File: src/hdl/cvpc_regs.svh
// Purpose: constants of the converter pin control block
// Assumes: counts are in sample clock cycles
// Notes: register byte address is four times its index
`ifndef CVPC_REGS_SVH
`define CVPC_REGS_SVH
`define CVPC_QUAL_CYC 10'h280
`define CVPC_DLY_SHORT 13'h0400
`define CVPC_DLY_LONG 13'h1000
`define CVPC_RUN_CYC 11'h578
`define CVPC_CTRL_IDX 10'h000
`define CVPC_STAT_IDX 10'h001
`define CVPC_DES_IDX 10'h00D
`define CVPC_CTRL_DDR 0
`define CVPC_CTRL_EXT 1
`define CVPC_DES_APC 14
`define CVPC_DES_ON 15
`define CVPC_CTRL_RST 2'h0
`define CVPC_DES_RST 16'h4000
`endif

File: src/hdl/cvpc_pkg.sv
// Purpose: types of the converter pin control block
// Assumes: nothing
// Notes: calibration sequencer states
package cvpc_pkg;
	typedef enum logic [1:0] {
		CAL_BOOT,
		CAL_DELAY,
		CAL_IDLE,
		CAL_RUN
	} cvpc_cal_e;
endpackage

File: src/hdl/cvpc_top.sv
// Purpose: converter pin control, calibration and output demux
// Assumes: pins and sample clock are asynchronous to pclk
// Notes: sample clock edges are found by oversampling on pclk
//
// Decided for this implementation: the APB interface to the registers.
`timescale 1ns/1ps
`include "cvpc_regs.svh"

////////////////////////////////////////////////////////////////////////
// How it works
// - calibration starts 640 cycles after qualified request rise
// - request high at power-up skips power-on calibration
// - delay select chooses short or long power-on delay
// - full power-down at power-up halts the delay counter
// - extended control always uses the short delay
// - edge select high: data change on rising clock edge
// - swing select picks strong or low power drive
// - dual edge: I input feeds both converters on opposite edges
// - floating shared pin selects short delay, and dual edge in plain control
// - powered down channel outputs float; receiver flushes pipeline
// - full power-down stops all; Q power-down stops Q only
// - full power-down waits for running calibration to finish
// - calibration request ignored while powered down
// - odd and even conversions go to separate buses
// - double data rate: word per clock edge, clock at 1/4
// - codes are offset binary, passed through unchanged
// - calibration_running high for whole calibration
// - output data clock frozen during calibration
module cvpc_top import cvpc_pkg::*; (
	input wire logic pclk,
	input wire logic presetn,
	input wire logic psel,
	input wire logic penable,
	input wire logic pwrite,
	input wire logic [11:0] paddr,
	input wire logic [31:0] pwdata,
	output logic [31:0] prdata,
	output logic pready,
	output logic pslverr,
	input wire logic sample_clk,
	input wire logic cal_request,
	input wire logic calibration_delay_select,
	input wire logic power_down_all,
	input wire logic power_down_second_channel,
	input wire logic output_edge_select,
	input wire logic output_swing_select,
	input wire logic des_pin_float,
	input wire logic [7:0] conv_i_data,
	input wire logic [7:0] conv_q_data,
	output logic calibration_running,
	output logic output_data_clock,
	output logic [7:0] out_i_odd,
	output logic [7:0] out_i_even,
	output logic [7:0] out_q_odd,
	output logic [7:0] out_q_even,
	output logic out_i_oe,
	output logic out_q_oe,
	output logic drive_strong,
	output logic des_active,
	output logic auto_phase_ctrl
);

////////////////////////////////////////////////////////////////////////
// pin synchronisers

logic [23:0] pin_raw;
logic [23:0] s1_r;
logic [23:0] s2_r;
logic sclk_d_r;

assign pin_raw = {conv_q_data, conv_i_data, sample_clk, cal_request,
	calibration_delay_select, power_down_all,
	power_down_second_channel, output_edge_select,
	output_swing_select, des_pin_float};

always_ff @(posedge pclk or negedge presetn) begin
	if (!presetn) begin
		s1_r <= 24'h000000;
		s2_r <= 24'h000000;
		sclk_d_r <= 1'b0;
	end else begin
		s1_r <= pin_raw;
		s2_r <= s1_r;
		sclk_d_r <= s2_r[7];
	end
end

logic sclk_s, cal_s, dly_s, pd_s, pdq_s, oes_s, ovs_s, flt_s;
logic [7:0] di_s;
logic [7:0] dq_s;
logic rise, fall;
assign {dq_s, di_s, sclk_s, cal_s, dly_s, pd_s} = s2_r[23:4];
assign {pdq_s, oes_s, ovs_s, flt_s} = s2_r[3:0];
assign rise = sclk_s && !sclk_d_r;
assign fall = !sclk_s && sclk_d_r;

////////////////////////////////////////////////////////////////////////
// apb registers

logic [1:0] ctrl_r, ctrl_nxt;
logic [15:0] des_r, des_nxt;
logic [31:0] stat;
logic hit_ctrl, hit_stat, hit_des, wr;

assign hit_ctrl = paddr[11:2] == `CVPC_CTRL_IDX;
assign hit_stat = paddr[11:2] == `CVPC_STAT_IDX;
assign hit_des = paddr[11:2] == `CVPC_DES_IDX;
assign wr = psel && penable && pwrite;
assign pready = 1'b1;
assign pslverr = psel && penable && !(hit_ctrl || hit_stat || hit_des);

always_comb begin
	ctrl_nxt = ctrl_r;
	des_nxt = des_r;
	if (wr && hit_ctrl) begin
		ctrl_nxt = pwdata[1:0];
	end
	if (wr && hit_des) begin
		des_nxt = pwdata[15:0];
	end
	prdata = 32'h00000000;
	if (hit_ctrl) begin
		prdata = {30'h00000000, ctrl_r};
	end else if (hit_stat) begin
		prdata = stat;
	end else if (hit_des) begin
		prdata = {16'h0000, des_r};
	end
end

always_ff @(posedge pclk or negedge presetn) begin
	if (!presetn) begin
		ctrl_r <= `CVPC_CTRL_RST;
		des_r <= `CVPC_DES_RST;
	end else begin
		ctrl_r <= ctrl_nxt;
		des_r <= des_nxt;
	end
end

logic ext, ddr;
assign ext = ctrl_r[`CVPC_CTRL_EXT];
assign ddr = ctrl_r[`CVPC_CTRL_DDR];
// shared pin floating selects dual edge without extended control
assign des_active = ext ? des_r[`CVPC_DES_ON] : flt_s;
assign auto_phase_ctrl = ext && des_r[`CVPC_DES_APC];

////////////////////////////////////////////////////////////////////////
// calibration sequencer and output path

cvpc_cal_e st_r, st_nxt;
logic [9:0] lo_r, lo_nxt, hi_r, hi_nxt;
logic [12:0] dly_r, dly_nxt, dly_lim;
logic [10:0] run_r, run_nxt;
logic par_r, par_nxt, output_data_clock_r, output_data_clock_nxt, sw_r, sw_nxt;
logic [7:0] ia_r, ia_nxt, qa_r, qa_nxt, qb_r, qb_nxt;
logic [7:0] oio_r, oio_nxt, oie_r, oie_nxt;
logic [7:0] oqo_r, oqo_nxt, oqe_r, oqe_nxt;
logic pd_state, go, launch;

// delay select honoured only in plain control with the pin driven
assign dly_lim = (dly_s && !ext && !flt_s) ? `CVPC_DLY_LONG :
	`CVPC_DLY_SHORT;
// full power-down held off while calibrating
assign pd_state = pd_s && st_r != CAL_RUN;
assign calibration_running = st_r == CAL_RUN;
assign launch = fall && par_r && st_r != CAL_RUN;

always_comb begin
	st_nxt = st_r;
	lo_nxt = lo_r;
	hi_nxt = hi_r;
	dly_nxt = dly_r;
	run_nxt = run_r;
	go = 1'b0;
	if (rise) begin
		if (pd_state) begin
			lo_nxt = 10'h000;
			hi_nxt = 10'h000;
		end else if (!cal_s) begin
			hi_nxt = 10'h000;
			if (lo_r != `CVPC_QUAL_CYC) begin
				lo_nxt = lo_r + 10'h001;
			end
		end else if (lo_r == `CVPC_QUAL_CYC) begin
			if (hi_r == `CVPC_QUAL_CYC - 10'h001) begin
				go = 1'b1;
				lo_nxt = 10'h000;
				hi_nxt = 10'h000;
			end else begin
				hi_nxt = hi_r + 10'h001;
			end
		end else begin
			lo_nxt = 10'h000;
		end
		unique case (st_r)
			CAL_BOOT: begin
				// request high at power-up: wait for a command
				st_nxt = cal_s ? CAL_IDLE : CAL_DELAY;
			end
			CAL_DELAY: begin
				if (go) begin
					st_nxt = CAL_RUN;
				end else if (!pd_s) begin
					if (dly_r == dly_lim - 13'h0001) begin
						st_nxt = CAL_RUN;
					end else begin
						dly_nxt = dly_r + 13'h0001;
					end
				end
			end
			CAL_IDLE: begin
				if (go) begin
					st_nxt = CAL_RUN;
				end
			end
			CAL_RUN: begin
				if (run_r == `CVPC_RUN_CYC - 11'h001) begin
					st_nxt = CAL_IDLE;
					run_nxt = 11'h000;
				end else begin
					run_nxt = run_r + 11'h001;
				end
			end
		endcase
	end
end

always_comb begin
	par_nxt = par_r;
	output_data_clock_nxt = output_data_clock_r;
	ia_nxt = ia_r;
	qa_nxt = qa_r;
	qb_nxt = qb_r;
	oio_nxt = oio_r;
	oie_nxt = oie_r;
	oqo_nxt = oqo_r;
	oqe_nxt = oqe_r;
	sw_nxt = ovs_s;
	// dual edge: Q converter takes I input on the other edge
	if (rise && des_active) begin
		if (par_r) begin
			qb_nxt = di_s;
		end else begin
			qa_nxt = di_s;
		end
	end
	if (fall) begin
		par_nxt = !par_r;
		if (!par_r) begin
			ia_nxt = di_s;
			if (!des_active) begin
				qa_nxt = dq_s;
			end
		end
	end
	if (fall && st_r != CAL_RUN) begin
		if (!ddr) begin
			// launch edge direction follows edge select
			output_data_clock_nxt = par_r ? oes_s : !oes_s;
		end else if (par_r) begin
			output_data_clock_nxt = !output_data_clock_r;
		end
	end
	if (launch) begin
		// codes leave unchanged as offset binary
		oio_nxt = ia_r;
		oie_nxt = di_s;
		oqo_nxt = qa_r;
		oqe_nxt = des_active ? qb_r : dq_s;
	end
end

always_ff @(posedge pclk or negedge presetn) begin
	if (!presetn) begin
		st_r <= CAL_BOOT;
		lo_r <= 10'h000;
		hi_r <= 10'h000;
		dly_r <= 13'h0000;
		run_r <= 11'h000;
		par_r <= 1'b0;
		output_data_clock_r <= 1'b0;
		sw_r <= 1'b0;
		ia_r <= 8'h00;
		qa_r <= 8'h00;
		qb_r <= 8'h00;
		oio_r <= 8'h00;
		oie_r <= 8'h00;
		oqo_r <= 8'h00;
		oqe_r <= 8'h00;
	end else begin
		st_r <= st_nxt;
		lo_r <= lo_nxt;
		hi_r <= hi_nxt;
		dly_r <= dly_nxt;
		run_r <= run_nxt;
		par_r <= par_nxt;
		output_data_clock_r <= output_data_clock_nxt;
		sw_r <= sw_nxt;
		ia_r <= ia_nxt;
		qa_r <= qa_nxt;
		qb_r <= qb_nxt;
		oio_r <= oio_nxt;
		oie_r <= oie_nxt;
		oqo_r <= oqo_nxt;
		oqe_r <= oqe_nxt;
	end
end

assign output_data_clock = output_data_clock_r;
assign drive_strong = sw_r;
assign out_i_odd = oio_r;
assign out_i_even = oie_r;
assign out_q_odd = oqo_r;
assign out_q_even = oqe_r;
// powered down channels release their data lines
assign out_i_oe = !pd_state;
assign out_q_oe = !pd_state && !pdq_s;
assign stat = {27'h0000000, lo_r == `CVPC_QUAL_CYC, des_active,
	!out_q_oe, pd_state, calibration_running};
endmodule

File: config.mk
export PLATFORM = sky130hd
export DESIGN_NAME = cvpc_top
export DESIGN_NICKNAME = d
export VERILOG_FILES = /design/src/hdl/cvpc_pkg.sv /design/src/hdl/cvpc_top.sv
export VERILOG_INCLUDE_DIRS = /design/src /design/src/hdl
export SDC_FILE = /design/constraint.sdc
export NUM_CORES = 1
export LEC_CHECK = 0
export BUFFER_PORTS_ARGS = -buffer_cell sky130_fd_sc_hd__clkbuf_2
export CORE_ASPECT_RATIO = 0.7
export CORE_MARGIN = 5
export CORE_UTILIZATION = 45
export CTS_BUF_LIST = sky130_fd_sc_hd__clkbuf_4 sky130_fd_sc_hd__clkbuf_8
export CTS_CLUSTER_DIAMETER = 150
export DETAILED_ROUTE_END_ITERATION = 8
export HOLD_SLACK_MARGIN = 0.03
export PLACE_DENSITY = 0.68
export SLEW_MARGIN = 20
export SYNTH_ARGS = -nofsm -noshare
export SYNTH_HDL_FRONTEND = slang
export SYNTH_SLANG_ARGS = --single-unit
File: constraint.sdc
create_clock -name pclk -period 3.4 [get_ports pclk]
set_input_delay 0.34 -clock pclk [delete_from_list [all_inputs] [get_ports pclk]]
set_output_delay 0.34 -clock pclk [all_outputs]
set_load 0.03 [all_outputs]
---- Yosys cells after proc, flatten, opt, wreduce, memory -nomap -nowiden ----
Cells that the tools add are included.
storage, ports and cells
  output and inout bits ................... 73
  input bits .............................. 73
  register bits after elaboration ......... 172
cells by class
  mux-type cells .......................... 36
  equality and inequality tests ........... 18
  add/sub/neg operators ................... 5
  bitwise operators ....................... 4
  reductions and logical operators ........ 40
operator list
  operator                 number
  $mux W10                 9
  $mux W16                 3
  $mux W8                  6
  $add A10 B1 Y10 const B  2
  $eq A10 B10 Y1 const B   2
  $logic_and A1 B1 Y1      16
  $add A13 B1 Y13 const B  1
  $eq A13 B13 Y1           1
  $mux W13                 1
  $sub A13 B1 Y13 const B  1
  $mux W2                  6
  $add A11 B1 Y11 const B  1
  $eq A11 B11 Y1 const B   1
  $logic_not A1 Y1         11
  $mux W11                 1
  $eq A10 B1 Y1 const B    1
  $eq A10 B4 Y1 const B    1
  $logic_not A10 Y1        1
  $ne A10 B10 Y1 const B   1
  $reduce_and A2 Y1        5
  $reduce_and A5 Y1        2
  $mux W1                  9
  $pmux W2 S4              1
  $ne A3 B3 Y1 const B     2
  other kinds (11)         18

---- Longest topological paths before layout ----
  depth after elaboration ................. 10
  mapped depth ............................ 8

---- Worst setup path after synthesis ----
No wires, ideal clock.
  path type ............................... register to register
  from .................................... reg st_r[0]
  to ...................................... reg dly_r[1]
  path buffers ............................ 0
  arrival ................................. 2.211 ns
  stages on the path, launching flop included .. 8
  path slack .............................. 1.062 ns
  required time ........................... 3.272 ns
  library setup time ...................... 0.128 ns
  clock period less this slack ............ 2.338 ns
  cell sequence ........................... dfrtp_1 -> ha_1 -> and2b_1 -> inv_2 -> and2_1 -> a31o_2 -> nor3_1 -> mux2_1
between the ends
  cells in the longest elaborated chain, start to end .. 6
  elaborated cells between the ends (all ways) .. 7
  classes of those cells .................. 2 x eq/ne; 2 x mux; 1 x bitwise; 2 x reduce/logical
RTL lines
  element                                 line             source
  start: declaration                      cvpc_top.sv:151  cvpc_cal_e st_r, st_nxt;
  start signal: assignment                cvpc_top.sv:292  st_r <= st_nxt;
  $ne A2 B2 Y1                            cvpc_top.sv:165  assign pd_state = pd_s && st_r != CAL_RUN;
  $logic_and A1 B1 Y1                     cvpc_top.sv:165
  $mux W1                                 cvpc_top.sv:177  if (pd_state) begin
  $mux W1                                 cvpc_top.sv:176  if (rise) begin
  $not A1 Y1 (no source line)             -
  $reduce_and A5 Y1 (no source line) (*)  -
  end signal: assignment                  cvpc_top.sv:295  dly_r <= dly_nxt;
  end: declaration                        cvpc_top.sv:153  logic [12:0] dly_r, dly_nxt, dly_lim;
Every way passes the cells marked *; elsewhere a longest branch is shown, timed or not. The select of a mux whose other input is x is not followed.
A chain may end at the register's enable or synchronous reset.

---- Worst setup path after layout ----
  from .................................... reg lo_r[0]
  to ...................................... out prdata[4]
between the ends
  cells in the longest elaborated chain, start to end .. 3
RTL lines
  element                          line             source
  start: declaration               cvpc_top.sv:152  logic [9:0] lo_r, lo_nxt, hi_r, hi_nxt;
  start signal: assignment         cvpc_top.sv:293  lo_r <= lo_nxt;
  $eq A10 B10 Y1 (no source line)  -
  $mux W16                         cvpc_top.sv:124  end else if (hit_stat) begin
  $mux W16                         cvpc_top.sv:122  if (hit_ctrl) begin
  end: declaration                 cvpc_top.sv:37   output logic [31:0] prdata,
No other way between the ends.

==> results.md <==
* Slowest-stage cell, CP: nor4_4
* Initial antenna violation count at 0
* Final HPWL DP at 10300 um
* Drt first pass iters at 4
* Num rows at 38
* Maximum operating frequency at 379 MHz
* Sequential Power Share at 46.7%
* Sequential fraction of the synthesis area at 60.1%
* Flops & latches, synth at 172
* Top FF cell, synth: dfrtp_1
* Die width at 161 um
* CTS root buffer: clkbuf_8
* Final weighted congestion in routability-driven placement at 0.884
* P_sw at 2.00 mW
* Sw Share at 34.0%
* Area grow syn2layout at 20.1%
* Initial DRC count at 225
* H-tree depth at 4
* Fin crit share at 77.6%
* WL per Instance at 15.6 um
* P_leak at 4.09 nW
* Hold_sp: pwdata[7]
* Status: completed
* Slew Viols, Final at 0
* Clock Power Share at 27.6%
* CP max FO at 7
* Setup TNS at 0 ns
* TritonCTS buffer count at 17
* P_int at 3.87 mW
* Vias per cell at 5.13
* Cell area after synthesis at 0.00716 mm2
* Layout cell share with drive strength beyond 1 at 26.5%
* WS Path Type: reg -> out
* Total power density per cell area at 683 mW/mm2
* RSZ-0062 raised after global routing: false
* # DRC at 0
* Commonest non-fill, non-tap cell in the layout: dfrtp_1
* VDD IR max at 0.000329 V
* Inserted Diodes at 0
* Crit path cell chain: inv_1, ha_1, nand4b_1, nor4_4, a32o_1, clkbuf_2
* Global-route wire length before repair at 24700 um
* Die Span Y at 116 um
* GRT Total Usage at 16.6%
* Max cap viols at 0
* Max stage delay on crit path at 0.49 ns
* WHS at 0.0952 ns
* Most frequent cells in the layout: dfrtp_1, clkbuf_2, nand2_1
* IO Count at 146
* Slew HR at 32.1%
* Setup bufs post-CTS at 0
* Hold Path Sink: des_r[7]
* Final period demand of the worst path at 2.64 ns
* Hold crit path type: in -> reg
* Top post-synthesis cells by area: dfrtp_1, mux2_2, mux2_1
* Setup Viol. Count Final at 0
* Synth Warn # at 0
* Worst r2r src: st_r[1]
* CTS Buffer Depth at 2
* Number of synthesized flops with an enable pin at 0
* Least-Margin Pin Slew at 1.01 ns
* Nets at 816
* Req. time, crit path at 3.06 ns
* Worst Skew at 0.0110 ns
* Post-synth top area share at 59.8%
* Die ar. at 0.0186 mm2
* Clock transition at the registers of the reported paths at 0.09 ns
* Mapped Avg Cell Area at 12.1 um2
* Vias at 4858
* Reg2Reg Depth at 7
* CTS tree: yes
* Via count of the first global-routing pass at 4946
* Critical path endpoint category: output pin
* RR Endpoint: lo_r[3]
* Sink Count at 172
* Total core area at 0.0155 mm2
* Hold depth at 2
* Clock latency at the later pin of the worst-skew pair at 0.46 ns
* Hold Vio Cnt, Final at 0
* Yosys top cell by area: dfrtp_1
* Logic gate share of total power at 25.6%
* Initial Util at 46.0%
* PortBufs at 110
* Total gr overflow at 0
* Synth Instances at 593
* Routed Antenna Nets at 0
* Flop2flop setup slack at 0.79 ns
* Bufs and invs on worst path at 2
* Critical Path AT at 2.30 ns
* Worst setup SP type: flip-flop
* Count of cell types in the netlist at 50
* Largest net degree at the start of global routing at 83
* Cell family with most CP delay: simple AND/OR/NAND/NOR gates
* Total Wirelength at 14800 um
* Async S/R FF share, synth at 100%
metrics by stage:
step	power [mW]	util, %	cells	setup slack (ns)	cell area [um2]
2_1_floorplan	3.80	-	608	1.06	7210
3_3_place_gp	4.22	50.7	890	0.963	7890
3_5_place_dp	4.29	50.7	890	0.829	7890
4_1_cts	5.94	55.3	947	0.684	8600
5_1_grt	6.20	55.3	947	0.547	8600
6_report	5.87	55.3	947	0.762	8600
state kept, by name (all words and copies together) (netlist names), 8 cells and up:
signal,cells
hi_r,10
dly_r,13
lo_r,10
out_i_even,8
run_r,11
qb_r,8
out_i_odd,8
s2_r,24
ia_r,8
out_q_even,8
des_r,16
s1_r,24
out_q_odd,8
qa_r,8
routing by layer:
layer	track usage (%)	up-vias	wire [um]
li1	-	2326	-
met1	22.5	2391	7010
met2	25.6	124	6720
met3	4.87	17	800
met4	6.14	0	215
met5	0	-	0
cells by family (layout without fill, tap and decap cells):
family	after synthesis	after routing	share of synthesized area (%)
buf+inv	45	184	3.34
compound gates	69	69	5.45
flops	172	172	60.1
mux	82	82	12.6
simple gates	192	192	14.1
other cells	2	17	0.105
fa+ha+maj	9	9	1.57
xor+xnor	22	22	2.69
worst max path at each step:
stage	slack, ns	endpoint	from	depth (start not counted)
floorplan	1.06	dly_r[1]	st_r[0]	7
global placement	0.96	dly_r[1]	st_r[0]	7
detailed placement	0.83	lo_r[9]	st_r[1]	7
CTS	0.68	prdata[4]	lo_r[0]	6
global route	0.55	lo_r[3]	st_r[1]	7
finish	0.76	prdata[4]	lo_r[0]	6
cell type report:
| cell class | count | area, um2 |
|---|---|---|
| Fill cell | 1285 | 6950 |
| Timing Repair Buffer | 141 | 865 |
| Clock inverter | 14 | 208 |
| Inverter | 11 | 41.3 |
| Sequential cell | 172 | 4310 |
| Tap cell | 200 | 250 |
| Multi-Input combinational cell | 391 | 2680 |
| Clock buffer | 18 | 248 |
worst register-to-register path, stage by stage, from the launching register on:
cell      delay [ns]
dfrtp_1         0.40
ha_1            0.35
and2b_1         0.28
inv_2           0.10
nand2b_1        0.24
nor3_1          0.85
a41oi_1         0.21
nor2_1          0.12
timing repair:
action	in CTS	in global routing
hold buffers	25	0
gates resized for setup	0	0
endpoints found under the hold margin	103	0
power by group through the flow:
stage	clock network [mW]	logic, mW	registers [mW]
finish	1.62	1.51	2.74
global route	1.74	1.64	2.81
CTS	1.66	1.52	2.75
detailed placement	0	1.50	2.79
global placement	0	1.46	2.76
floorplan	0	0.700	3.10
Yosys cell counts, types with 2 or more instances:
library cell  instances
inv_1                 9
mux2i_1              20
buf_1                 2
conb_1                2
o21ai_1              27
nand3_1              18
nor3_1               23
mux2_1               22
nor2_1               35
mux2_2               40
dfrtp_1             171
a31o_1                2
and2_1               15
nand2b_1              7
and3b_1               2
o31ai_1               3
ha_1                  9
xnor2_1               8
buf_4                17
nand2_1              44
and3_1               11
a31oi_1               3
xor2_1               14
a21oi_1              15
inv_2                 2
o21ai_0              12
or4_1                 2
nor4_1                5
clkbuf_1             10
nand3b_1              3
buf_2                 5
nand4_1               9
nor3b_1               6
or3_1                 4
Power figures use the tool's default switching activity.
